File: src/dsc_pkg.sv
// Contract
// - Reset loads wide-to-superwide counter with 20, superwide-to-wide with 40.
// - Clear first counter at 20; else count up on wide-low to superwide-high rate.
// - Else if first counter nonzero: narrowing reloads other counter; superwide counts.
// - Clear second counter at 40; else count on drop to wide at or below 9600.
// - Else if second counter nonzero: widening reloads first counter; wide keeps counting.
// - Report each transition direction while its counter is nonzero.
// - Time-domain extension needs speech coder, algebraic core, high rates, switching.
// - Otherwise frequency-domain extension for algebraic core, high rate, switching, no pitch mode.
// - Transform core during superwide-to-wide switching predicts upper-band coefficients.
// - Rate switch with post-filter active before resamples post-filter memories.
// - Post-filter off before stays off one frame, memories only filled.
// - Post-filter turning off smooths first subframe only, with resampled memory.
// - At 9.6, 16.4, 24.4 kbps clear bass post-filter memory on rate switch.
// - Internal rate switch resamples both filterbank state sets.
// - Entering legacy mode clears memories and disables both post-filters once.
// - Bitrate change applies new tool configuration first in the frame.
// - Sampling-rate memory updates finish before coding-mode transition handling.
// - CELP to transform switch with rate change resamples past CELP output.
package dsc_pkg;

    // ------------------------------------------------------------
    // Register map (byte addresses)
    // ------------------------------------------------------------
    localparam logic [7:0]  DSC_ADDR_CTRL   = 8'h00;
    localparam logic [7:0]  DSC_ADDR_TBRATE = 8'h04;
    localparam logic [7:0]  DSC_ADDR_CBRATE = 8'h08;
    localparam logic [7:0]  DSC_ADDR_ORATE  = 8'h0c;
    localparam logic [7:0]  DSC_ADDR_MODE   = 8'h10;
    localparam logic [7:0]  DSC_ADDR_STATUS = 8'h14;

    // ------------------------------------------------------------
    // Counter limits and thresholds
    // ------------------------------------------------------------
    localparam logic [5:0]  DSC_WTS_LIMIT   = 6'h14;
    localparam logic [5:0]  DSC_STW_LIMIT   = 6'h28;
    localparam logic [5:0]  DSC_CNT_ONE     = 6'h01;
    localparam logic [31:0] DSC_BR_9K6      = 32'h00002580;
    localparam logic [31:0] DSC_BR_16K4     = 32'h00004010;
    localparam logic [31:0] DSC_BR_24K4     = 32'h00005f50;
    localparam logic [31:0] DSC_BR_2K4      = 32'h00000960;
    localparam logic [31:0] DSC_FS_32K      = 32'h00007d00;
    localparam logic [31:0] DSC_RST_BRATE   = 32'h00002580;
    localparam logic [31:0] DSC_RST_FS      = 32'h00003e80;

    // ------------------------------------------------------------
    // Enumerations
    // ------------------------------------------------------------
    typedef enum logic [1:0] {
        DSC_BW_NB  = 2'h0,
        DSC_BW_WB  = 2'h1,
        DSC_BW_SWB = 2'h2,
        DSC_BW_FB  = 2'h3
    } dsc_bw_t;

    typedef enum logic [2:0] {
        DSC_CT_UNVOICED = 3'h0,
        DSC_CT_VOICED   = 3'h1,
        DSC_CT_GENERIC  = 3'h2,
        DSC_CT_TRANS    = 3'h3,
        DSC_CT_AUDIO    = 3'h4,
        DSC_CT_INACTIVE = 3'h5
    } dsc_ct_t;

    typedef enum logic [1:0] {
        DSC_CORE_ALGEBRAIC_CELP_CORE = 2'h0,
        DSC_CORE_TCX   = 2'h1,
        DSC_CORE_MDCT  = 2'h2
    } dsc_core_t;

    typedef enum logic [1:0] {
        DSC_EXT_NONE = 2'h0,
        DSC_EXT_TIME = 2'h1,
        DSC_EXT_FREQ = 2'h2,
        DSC_EXT_PRED = 2'h3
    } dsc_ext_t;

    typedef enum logic [1:0] {
        DSC_ST_IDLE = 2'h0,
        DSC_ST_CFG  = 2'h1,
        DSC_ST_SR   = 2'h2,
        DSC_ST_MODE = 2'h3
    } dsc_state_t;

    // ------------------------------------------------------------
    // Mode register field layout
    // ------------------------------------------------------------
    localparam int DSC_F_BW_LO   = 0;
    localparam int DSC_F_CT_LO   = 2;
    localparam int DSC_F_CORE_LO = 5;
    localparam int DSC_F_PPP     = 7;
    localparam int DSC_F_LEGACY  = 8;
    localparam int DSC_F_IRATE   = 9;
    localparam int DSC_F_PF_ON   = 11;

    // ------------------------------------------------------------
    // Carriers
    // ------------------------------------------------------------
    typedef struct packed {
        logic [31:0] total_brate;
        logic [31:0] core_brate;
        logic [31:0] output_sample_rate;
        dsc_bw_t     bw;
        dsc_ct_t     coder_type;
        dsc_core_t   core;
        logic        ppp_mode;
        logic        legacy_interop_mode;
        logic [1:0]  internal_rate;
        logic        pf_on;
    } dsc_frame_t;

    typedef struct packed {
        logic apply_cfg;
        logic pf_mem_resample;
        logic pf_hold_off;
        logic pf_smooth_first;
        logic pf_smooth_resample;
        logic bpf_mem_clear;
        logic fb_resample;
        logic celp_past_resample;
        logic mode_transition;
        logic legacy_mem_clear;
        logic bass_pf_off;
        logic formant_pf_off;
    } dsc_act_t;

    localparam dsc_frame_t DSC_FRAME_RST = '{
        total_brate:         DSC_RST_BRATE,
        core_brate:          DSC_RST_BRATE,
        output_sample_rate:  DSC_RST_FS,
        bw:                  DSC_BW_WB,
        coder_type:          DSC_CT_GENERIC,
        core:                DSC_CORE_ALGEBRAIC_CELP_CORE,
        ppp_mode:            1'b0,
        legacy_interop_mode: 1'b0,
        internal_rate:       2'h0,
        pf_on:               1'b0
    };

    typedef struct packed {
        dsc_state_t fsm;
        logic       busy;
        dsc_frame_t stage;
        dsc_frame_t cur;
        dsc_frame_t prv;
        logic [5:0] wts_cnt;
        logic [5:0] stw_cnt;
        logic       wts_flag;
        logic       stw_flag;
        dsc_ext_t   ext;
        dsc_act_t   act;
        logic [31:0] prdata;
        logic       pready;
        logic       pslverr;
    } dsc_state_reg_t;

endpackage

File: src/dsc_switch_ctrl.sv
// Local design decisions: the address map and the APB register port.
`timescale 1ns/100ps
module dsc_switch_ctrl
    import dsc_pkg::*;
(
    // Clock and reset
    input  wire logic        CORE_CLK,
    input  wire logic        NRST,
    // APB slave
    input  wire logic        PSEL,
    input  wire logic        PENABLE,
    input  wire logic        PWRITE,
    input  wire logic [7:0]  PADDR,
    input  wire logic [31:0] PWDATA,
    output logic [31:0]      PRDATA,
    output logic             PREADY,
    output logic             PSLVERR,
    // Decisions towards filter and extension stages
    output dsc_act_t         ACTIONS,
    output dsc_ext_t         EXT_MODE,
    output logic             SWB_TO_WB,
    output logic             WB_TO_SWB,
    output logic             BUSY
);

    // ------------------------------------------------------------
    // State
    // ------------------------------------------------------------
    dsc_state_reg_t r_reg;
    dsc_state_reg_t r_next;

    logic       wr_take;
    logic       narrow;
    logic       widen;
    logic       sr_switch;
    logic       int_switch;
    logic [5:0] w1;
    logic [5:0] s1;
    logic [5:0] w2;
    logic [5:0] s2;
    dsc_ext_t   ext_sel;

    // Mode word packing, used by the mode register read-back only
    function automatic logic [31:0] mode_word(input dsc_frame_t f);
        logic [31:0] v;
        v = '0;
        v[DSC_F_BW_LO +: 2]   = f.bw;
        v[DSC_F_CT_LO +: 3]   = f.coder_type;
        v[DSC_F_CORE_LO +: 2] = f.core;
        v[DSC_F_PPP]          = f.ppp_mode;
        v[DSC_F_LEGACY]       = f.legacy_interop_mode;
        v[DSC_F_IRATE +: 2]   = f.internal_rate;
        v[DSC_F_PF_ON]        = f.pf_on;
        return v;
    endfunction

    // ------------------------------------------------------------
    // Frame decisions
    // ------------------------------------------------------------
    // Ordered code turns narrow/widen into compares
    assign narrow     = r_reg.cur.bw < r_reg.prv.bw;
    assign widen      = r_reg.cur.bw > r_reg.prv.bw;
    assign int_switch = r_reg.cur.internal_rate != r_reg.prv.internal_rate;
    assign sr_switch  = int_switch ||
                        (r_reg.cur.output_sample_rate != r_reg.prv.output_sample_rate);

    // Counter update; second block sees the first block's result
    always_comb begin
        w1 = r_reg.wts_cnt;
        s1 = r_reg.stw_cnt;
        if (r_reg.wts_cnt >= DSC_WTS_LIMIT) begin
            w1 = '0;
        end else if (r_reg.cur.bw == DSC_BW_SWB && r_reg.cur.total_brate > DSC_BR_9K6 &&
                     r_reg.prv.bw == DSC_BW_WB && r_reg.prv.total_brate <= DSC_BR_9K6) begin
            w1 = r_reg.wts_cnt + DSC_CNT_ONE;
        end else if (r_reg.wts_cnt != '0) begin
            if (narrow) begin
                w1 = '0;
                s1 = 6'((DSC_WTS_LIMIT - r_reg.wts_cnt) << 1) - DSC_CNT_ONE;
            end else if (r_reg.cur.bw == DSC_BW_SWB) begin
                w1 = r_reg.wts_cnt + DSC_CNT_ONE;
                s1 = '0;
            end else begin
                w1 = '0;
                s1 = '0;
            end
        end
        w2 = w1;
        s2 = s1;
        if (s1 >= DSC_STW_LIMIT) begin
            s2 = '0;
        end else if (r_reg.cur.total_brate <= DSC_BR_9K6 && r_reg.prv.total_brate > DSC_BR_9K6 &&
                     narrow && r_reg.cur.bw == DSC_BW_WB) begin
            s2 = s1 + DSC_CNT_ONE;
        end else if (s1 != '0) begin
            if (widen) begin
                s2 = '0;
                w2 = (DSC_STW_LIMIT - s1) >> 1;
            end else if (r_reg.cur.bw == DSC_BW_WB) begin
                s2 = s1 + DSC_CNT_ONE;
                w2 = '0;
            end else begin
                s2 = '0;
                w2 = '0;
            end
        end
    end

    // Upper-band regeneration choice, from the fresh counter
    always_comb begin
        ext_sel = DSC_EXT_NONE;
        if (r_reg.cur.core == DSC_CORE_ALGEBRAIC_CELP_CORE) begin
            if (r_reg.cur.output_sample_rate >= DSC_FS_32K && r_reg.cur.bw > DSC_BW_NB &&
                s2 != '0 && !r_reg.cur.ppp_mode) begin
                if (r_reg.cur.coder_type != DSC_CT_AUDIO &&
                    r_reg.cur.coder_type != DSC_CT_INACTIVE &&
                    r_reg.cur.core_brate > DSC_BR_2K4) begin
                    ext_sel = DSC_EXT_TIME;
                end else begin
                    ext_sel = DSC_EXT_FREQ;
                end
            end
        end else if (s2 != '0) begin
            ext_sel = DSC_EXT_PRED;
        end
    end

    assign wr_take = PSEL && PENABLE && r_reg.pready && PWRITE && !r_reg.pslverr;

    // ------------------------------------------------------------
    // Next state
    // ------------------------------------------------------------
    always_comb begin
        r_next         = r_reg;
        r_next.pready  = 1'b0;
        r_next.act     = '0;

        // APB setup cycle: decode, prepare answer for access phase
        if (PSEL && !PENABLE) begin
            r_next.pready  = 1'b1;
            r_next.prdata  = '0;
            r_next.pslverr = 1'b0;
            if (PADDR == DSC_ADDR_CTRL) begin
                r_next.prdata = {31'h0, r_reg.busy};
            end else if (PADDR == DSC_ADDR_TBRATE) begin
                r_next.prdata = r_reg.stage.total_brate;
            end else if (PADDR == DSC_ADDR_CBRATE) begin
                r_next.prdata = r_reg.stage.core_brate;
            end else if (PADDR == DSC_ADDR_ORATE) begin
                r_next.prdata = r_reg.stage.output_sample_rate;
            end else if (PADDR == DSC_ADDR_MODE) begin
                r_next.prdata = mode_word(r_reg.stage);
            end else if (PADDR == DSC_ADDR_STATUS) begin
                r_next.pslverr = PWRITE;     // Read-only word
                r_next.prdata  = {16'h0, r_reg.ext, r_reg.wts_flag, r_reg.stw_flag,
                                  r_reg.wts_cnt, r_reg.stw_cnt};
            end else begin
                r_next.pslverr = 1'b1;
            end
        end

        // Writes land in the staging copy only; frame strobe publishes them
        if (wr_take) begin
            if (PADDR == DSC_ADDR_TBRATE) begin
                r_next.stage.total_brate = PWDATA;
            end else if (PADDR == DSC_ADDR_CBRATE) begin
                r_next.stage.core_brate = PWDATA;
            end else if (PADDR == DSC_ADDR_ORATE) begin
                r_next.stage.output_sample_rate = PWDATA;
            end else if (PADDR == DSC_ADDR_MODE) begin
                r_next.stage.bw                  = dsc_bw_t'(PWDATA[DSC_F_BW_LO +: 2]);
                r_next.stage.coder_type          = dsc_ct_t'(PWDATA[DSC_F_CT_LO +: 3]);
                r_next.stage.core                = dsc_core_t'(PWDATA[DSC_F_CORE_LO +: 2]);
                r_next.stage.ppp_mode            = PWDATA[DSC_F_PPP];
                r_next.stage.legacy_interop_mode = PWDATA[DSC_F_LEGACY];
                r_next.stage.internal_rate       = PWDATA[DSC_F_IRATE +: 2];
                r_next.stage.pf_on               = PWDATA[DSC_F_PF_ON];
            end
        end

        // Frame sequencer; a strobe while busy is dropped
        case (r_reg.fsm)
            DSC_ST_IDLE: begin
                if (wr_take && PADDR == DSC_ADDR_CTRL && PWDATA[0]) begin
                    r_next.prv  = r_reg.cur;
                    r_next.cur  = r_reg.stage;
                    r_next.fsm  = DSC_ST_CFG;
                    r_next.busy = 1'b1;
                end
            end
            DSC_ST_CFG: begin
                // Tools reconfigure before any frame processing
                r_next.act.apply_cfg = r_reg.cur.total_brate != r_reg.prv.total_brate;
                r_next.wts_cnt  = w2;
                r_next.stw_cnt  = s2;
                r_next.stw_flag = s2 != '0;
                r_next.wts_flag = w2 != '0;
                r_next.ext      = ext_sel;
                r_next.fsm      = DSC_ST_SR;
            end
            DSC_ST_SR: begin
                // Rate-dependent memory work, ahead of mode handling
                r_next.act.pf_mem_resample = sr_switch && r_reg.prv.pf_on;
                r_next.act.pf_hold_off     = sr_switch && !r_reg.prv.pf_on;
                r_next.act.pf_smooth_first = r_reg.prv.pf_on && !r_reg.cur.pf_on;
                r_next.act.pf_smooth_resample = r_reg.prv.pf_on && !r_reg.cur.pf_on &&
                                                int_switch;
                r_next.act.bpf_mem_clear = sr_switch &&
                                           (r_reg.cur.total_brate == DSC_BR_9K6 ||
                                            r_reg.cur.total_brate == DSC_BR_16K4 ||
                                            r_reg.cur.total_brate == DSC_BR_24K4);
                r_next.act.fb_resample     = int_switch;
                r_next.act.celp_past_resample = int_switch &&
                                                r_reg.prv.core == DSC_CORE_ALGEBRAIC_CELP_CORE &&
                                                r_reg.cur.core == DSC_CORE_TCX;
                r_next.fsm = DSC_ST_MODE;
            end
            DSC_ST_MODE: begin
                r_next.act.mode_transition = r_reg.cur.core != r_reg.prv.core;
                if (r_reg.cur.legacy_interop_mode && !r_reg.prv.legacy_interop_mode) begin
                    r_next.act.legacy_mem_clear = 1'b1;
                    r_next.act.bass_pf_off      = 1'b1;
                    r_next.act.formant_pf_off   = 1'b1;
                end
                r_next.fsm  = DSC_ST_IDLE;
                r_next.busy = 1'b0;
            end
            default: begin
                r_next.fsm  = DSC_ST_IDLE;
                r_next.busy = 1'b0;
            end
        endcase
    end

    // ------------------------------------------------------------
    // State register
    // ------------------------------------------------------------
    always_ff @(posedge CORE_CLK or negedge NRST) begin
        if (!NRST) begin
            r_reg          <= '0;
            r_reg.stage    <= DSC_FRAME_RST;
            r_reg.cur      <= DSC_FRAME_RST;
            r_reg.prv      <= DSC_FRAME_RST;
            r_reg.wts_cnt  <= DSC_WTS_LIMIT;
            r_reg.stw_cnt  <= DSC_STW_LIMIT;
            r_reg.wts_flag <= 1'b1;
            r_reg.stw_flag <= 1'b1;
        end else begin
            r_reg <= r_next;
        end
    end

    // ------------------------------------------------------------
    // Outputs, all straight from the state register
    // ------------------------------------------------------------
    assign PRDATA    = r_reg.prdata;
    assign PREADY    = r_reg.pready;
    assign PSLVERR   = r_reg.pslverr;
    assign ACTIONS   = r_reg.act;
    assign EXT_MODE  = r_reg.ext;
    assign SWB_TO_WB = r_reg.stw_flag;
    assign WB_TO_SWB = r_reg.wts_flag;
    assign BUSY      = r_reg.busy;

endmodule

File: config.mk
export PLATFORM = sky130hd
export DESIGN_NAME = dsc_switch_ctrl
export DESIGN_NICKNAME = d
export VERILOG_FILES = /design/src/dsc_pkg.sv /design/src/dsc_switch_ctrl.sv
export SDC_FILE = /design/constraint.sdc
export NUM_CORES = 1
export LEC_CHECK = 0
export BUFFER_PORTS_ARGS = -buffer_cell sky130_fd_sc_hd__buf_2
export CAP_MARGIN = 5
export CORE_MARGIN = 8
export CORE_UTILIZATION = 60
export CTS_BUF_LIST = sky130_fd_sc_hd__clkbuf_4
export CTS_CLUSTER_DIAMETER = 100
export DETAILED_ROUTE_END_ITERATION = 10
export GPL_TIMING_DRIVEN = 0
export PLACE_DENSITY = 0.89
export RECOVER_POWER = 25
export SLEW_MARGIN = 20
export SYNTH_ARGS = -nofsm -noshare
export SYNTH_HDL_FRONTEND = slang
export SYNTH_SLANG_ARGS = --single-unit
File: constraint.sdc
create_clock -name CORE_CLK -period 5.4 [get_ports CORE_CLK]
set_input_delay 0.81 -clock CORE_CLK [delete_from_list [all_inputs] [get_ports CORE_CLK]]
set_output_delay 0.81 -clock CORE_CLK [all_outputs]
set_load 0.01 [all_outputs]
---- Word level (Yosys, flattened, before mapping) ----
Index checks and enable logic that the tools add are counted.
storage, ports and cells
  flip-flop bits (word level) ............. 353
  memories ................................ 0
  bits in latches ......................... 0
  word-level logic and storage cells ...... 182
  input bits .............................. 45
  output and inout port bits .............. 51
  memory bits (writable) .................. 0
  ROM bits ................................ 0
cells by class
  add/subtract/negate cells ............... 5
  multiply operators ...................... 0
  bitwise gates (word level) .............. 3
  div/mod/pow operators ................... 0
  magnitude comparators ................... 11
  muxes and demuxes ....................... 42
  shift-type cells ........................ 0
  equal/unequal tests ..................... 22
  reductions and logical operators ........ 50
operators by type and width
  kind                    count
  $mux W32                4
  $mux W6                 17
  $eq A32 B15 Y1 const B  2
  $gt A32 B14 Y1 const B  2
  $le A32 B14 Y1 const B  2
  $ne A32 B32 Y1          2
  $eq A32 B14 Y1 const B  1
  $ge A32 B15 Y1 const B  1
  $gt A32 B12 Y1 const B  1
  $mux W16                2
  $logic_and A1 B1 Y1     26
  $reduce_bool A6 Y1      4
  $eq A8 B4 Y1 const B    2
  $eq A8 B5 Y1 const B    2
  $add A6 B1 Y6 const B   2
  $mux W2                 5
  $eq A2 B1 Y1 const B    4
  $eq A8 B3 Y1 const B    1
  $logic_not A8 Y1        1
  $pmux W2 S4             1
  $mux W1                 7
  $mux W7                 1
  $eq A2 B2 Y1 const B    3
  $ge A6 B5 Y1 const B    1
  other kinds (23)        39

---- Logic depth before layout (Yosys ltp) ----
  depth in word-level cells ............... 17
  depth in mapped cells ................... 18
  depth with buffers taken out ............ 15

---- Worst setup path after synthesis ----
Ideal clock, no wire load.
  path type ............................... register to register
  start point ............................. reg r_reg[153] (netlist bit)
  end point ............................... reg r_reg (netlist bit EXT_MODE[0])
  slack ................................... 1.442 ns
  buffers on the path ..................... 2
  cell stages (with the launch flop) ...... 16
  data arrival time ....................... 3.825 ns
  data required time ...................... 5.267 ns
  period minus slack after synthesis ...... 3.958 ns
  cell sequence ........................... dfrtp_1 -> or4_1 -> a2111o_1 -> or4_4 -> o21a_1 -> buf_6 -> buf_6 -> o21ai_0 -> ha_1 -> nand2_1 -> nor2_1 -> xnor3_1 -> nand3_1 -> o21ai_0 -> o41ai_2 -> nor2_1
between the ends
  longest elaborated chain between the ends .. 15
ends and longest elaborated chain
  what                      RTL line                                        source
  start: declaration        dsc_switch_ctrl.sv:29                           dsc_state_reg_t r_reg;
  start signal: assignment  dsc_switch_ctrl.sv:249                          r_reg <= r_next;
  $le A32 B14 Y1            dsc_switch_ctrl.sv:74                           r_reg.prv.bw == DSC_BW_WB && r_reg.prv.total_brate <= DSC_BR_9K6) begin
  $logic_and A1 B1 Y1       dsc_switch_ctrl.sv:74
  $mux W6                   dsc_switch_ctrl.sv:73                           end else if (r_reg.cur.bw == DSC_BW_SWB && r_reg.cur.total_brate > DSC_BR_9K6 &&
  $mux W6                   dsc_switch_ctrl.sv:71                           if (r_reg.wts_cnt >= DSC_WTS_LIMIT) begin
  $add A6 B1 Y6             dsc_switch_ctrl.sv:94, dsc_switch_ctrl.sv:100
  $mux W6                   dsc_switch_ctrl.sv:99                           end else if (r_reg.cur.bw == DSC_BW_WB) begin
  $mux W6                   dsc_switch_ctrl.sv:96                           if (widen) begin
  $mux W6                   dsc_switch_ctrl.sv:95                           end else if (s1 != '0) begin
  $mux W6                   dsc_switch_ctrl.sv:92                           end else if (r_reg.cur.total_brate <= DSC_BR_9K6 && r_reg.prv.total_brate > DSC_BR_9K6 &&
  $mux W6 (*)               dsc_switch_ctrl.sv:90                           if (s1 >= DSC_STW_LIMIT) begin
  $reduce_bool A6 Y1 (*)    dsc_switch_ctrl.sv:114, dsc_switch_ctrl.sv:123
  $logic_and A1 B1 Y1       dsc_switch_ctrl.sv:113                          if (r_reg.cur.output_sample_rate >= DSC_FS_32K && r_reg.cur.bw > DSC_BW_NB &&
  $logic_and A1 B1 Y1       dsc_switch_ctrl.sv:114                          s2 != '0 && !r_reg.cur.ppp_mode) begin
  $mux W2                   dsc_switch_ctrl.sv:113
  $mux W2 (*)               dsc_switch_ctrl.sv:112                          if (r_reg.cur.core == DSC_CORE_ALGEBRAIC_CELP_CORE) begin
Every way passes the cells marked *; elsewhere a longest branch is shown, timed or not.
A chain may end at the register's enable or synchronous reset.

---- Final worst setup path ----
Same ends and word-level chain as after synthesis.

==> impl_metrics.yaml <==
critical_path:
  cp_slowest_cell: "or4_4"
  path_class: "flip-flop to flip-flop"
  start_kind: "flip-flop"
  worst-path-buf-inv: 2
  cp-end-kind: "flip-flop"
  path_cells: "or4_1, a2111o_1, or4_4, o21a_1, buf_6, buf_6, o21ai_0, ha_1, nand2_1, nor2_1, xnor3_1, nand3_1, o21ai_0, o41ai_2, nor2_1"
  worstPathArrival_ps: 5130
  critPathTopFamily: "compound AO/OA/AOI/OAI gates"
  slowest_delay_ps: 570
  path_max_fanout: 10
  crit_required_ps: 5960
synth:
  ys_top_cells_by_area: "dfrtp_1 (46%), mux2_2 (20%), dfstp_2 (7.9%)"
  synth_top_area_frac: 0.463
  ys_warn_count: 0
  syn-num-nets: 1371
  synth-seq-area-share: 0.542
  syn_inst: 1316
  synthDistinctLibCells: 75
  synth_flop_cell: "dfrtp_1"
  synth_edf_count: 0
  avgSynthCellArea_um2: 12.4
  synth_area_um2: 16300
  yosys.area.top_type: "dfrtp_1"
  synthArstFlopShare: 1.00
  ys_seq_elements: 350
final_layout:
  drive_gt1_frac: 0.397
  instances_no_fill: 1910
  register_area_um2: 8820
  nets: 1555
  fill_cells: 1694
  mostFrequentLayoutCell: "dfrtp_1"
  syn2layout_area_growth_pct: 13.0
  largest_reg_flops: 301
  multiInputGateArea_um2: 6780
  layout_common_cells: "dfrtp_1 (301), mux2_2 (285), clkbuf_4 (121)"
cts:
  clock-sinks: 350
  path_clk_slew_ps: 60
  cts_tree: "yes"
  post_cts_resized: 0
  cts_setup_buffers: 0
  cts_root_buffer: "clkbuf_4"
  h-tree-depth: 3
  cts_max_path_buffers: 3
  clk_latency_ps: 710
  cts_buffers: 85
  postCtsHoldBufs: 0
floorplan:
  die_area_um2: 32600
  die-height_um: 181
  start_util: 0.607
  design.core.area_um2: 26800
  row_count: 60
  die_w_um: 181
  num_io_pins: 96
detailed_routing:
  wl_per_cell_um: 22.7
  vias: 11900
  drt-initial-drc-count: 1160
  viasPerCell: 6.21
  dr.pass1.iters: 5
  drt_wl_total_mm: 43.4
  ant_nets: 0
  post-route-drc-count: 0
global_route:
  grt_pass1_wl_mm: 68.3
  grt_pass1_vias: 12300
  grt_max_degree: 106
  antenna_found_initial: 1
  grt-ovfl-total: 0
  globalRouteTotalUtil: 0.264
timing:
  hold_viol_final: 0
  fin_crit_sh: 0.846
  worst_slew_pin_slew_ps: 4480
  fin_skew_ps: 42.3
  clock.fmax_mhz: 219
  max_slew_margin: -1.99
  finalSetupViolations: 0
  finalSetupTns_ps: 0
  rsz0062_at_grt: "no"
  setup_slack_ps: 833
  final_max_slew_viol_count: 96
  fin_crit_ps: 4570
outcome:
  violations: "max-capacitance violations, max-slew violations"
  status: "finished with violations"
placed_design:
  portBuffers: 94
  dp.cells: 1754
  dp_slack_ps: 874
  dpl.hpwl_mm: 30.1
  place_congestion: 0.907
power_and_ir_drop:
  vdd_drop_max_mv: 0.227
  power_density_nw_per_um2: 311
  power_leakage_nw: 9.17
  power_mw: 5.72
flow_run:
  maxCapViolations: 1
min_path:
  hold_path_class: "input port to flip-flop"
[cells by family (layout without fill, tap and decap cells)]
family          Yosys count  after routing  share of synthesized area
compound gates          189            189                     0.0754
xor+xnor                 81             81                     0.0444
fa+ha+maj                10             10                    0.00769
buf+inv                 131            382                     0.0417
flops                   350            350                      0.542
mux                     309            309                      0.212
other cells               0              2                          0
simple gates            246            246                     0.0765
[per-layer routing]
| metal | vias up | routed length [µm] | global-route usage |
|---|---|---|---|
| li1 | 5096 | - | - |
| met5 | - | 0 | 0 |
| met4 | 0 | 1900 | 0.136 |
| met2 | 622 | 20600 | 0.420 |
| met3 | 150 | 3920 | 0.0742 |
| met1 | 5988 | 17000 | 0.325 |
[path summary, 6_finish.rpt]
| path | start | end | slack [ps] | cells after the start |
|---|---|---|---|---|
| max | r_reg[153]$_DFFE_PN0P_ | EXT_MODE[0]$_DFFE_PN0P_ | 830 | 15 |
| min | PWDATA[20] | r_reg[342]$_DFFE_PN0P_ | 370 | 2 |
| max reg2reg | r_reg[153]$_DFFE_PN0P_ | EXT_MODE[0]$_DFFE_PN0P_ | 830 | 15 |
| min reg2reg | r_reg[170]$_DFFE_PN0P_ | ACTIONS[8]$_DFF_PN0_ | 450 | 1 |
| max in group asynchronous | NRST | r_reg[170]$_DFFE_PN0P_ | 1100 | 1 |
| min in group asynchronous | NRST | PRDATA[0]$_DFFE_PN0P_ | 1760 | 1 |
[cell type report]
type / instances / share of cell area
well taps: 341 / 0.0232
diodes: 2 / 0.000272
inverters: 21 / 0.00429
flip-flops and latches: 350 / 0.480
clock inverters: 33 / 0.0117
multi-input cells: 835 / 0.368
clock buffers: 121 / 0.0494
repair buffers: 97 / 0.0305
plain buffers: 110 / 0.0327
[through the flow]
step	hold WS [ps]	cell area, µm²	util
finish	366	18400	0.686
CTS	128	18400	0.686
detailed placement	449	17300	0.644
global route	339	18400	0.686
global placement	446	17200	0.641
floorplan	420	16300	-
[Yosys cell counts (all sizes together) (8+ instances only)]
master    n
inv      20
o21ai    25
o22ai    13
nor2     76
buf      62
nand3    13
nor4     31
nand2    49
a22o     16
mux2    286
nand4    17
ha       10
nor3     12
a22oi     8
mux2i    23
dfstp    49
and2     10
clkbuf   48
xor2     32
a21oi    82
xnor2    48
dfrtp   301
[power by group]
part | total (mW) | leakage, nW | switching [mW] | internal [mW]
sequential | 2.77 | 4.64 | 0.0730 | 2.70
clock | 2.27 | 0.654 | 1.09 | 1.18
combinational | 0.678 | 3.88 | 0.417 | 0.262
total | 5.72 | 9.17 | 1.58 | 4.14
No activity file was read; power rests on OpenSTA's default activity.
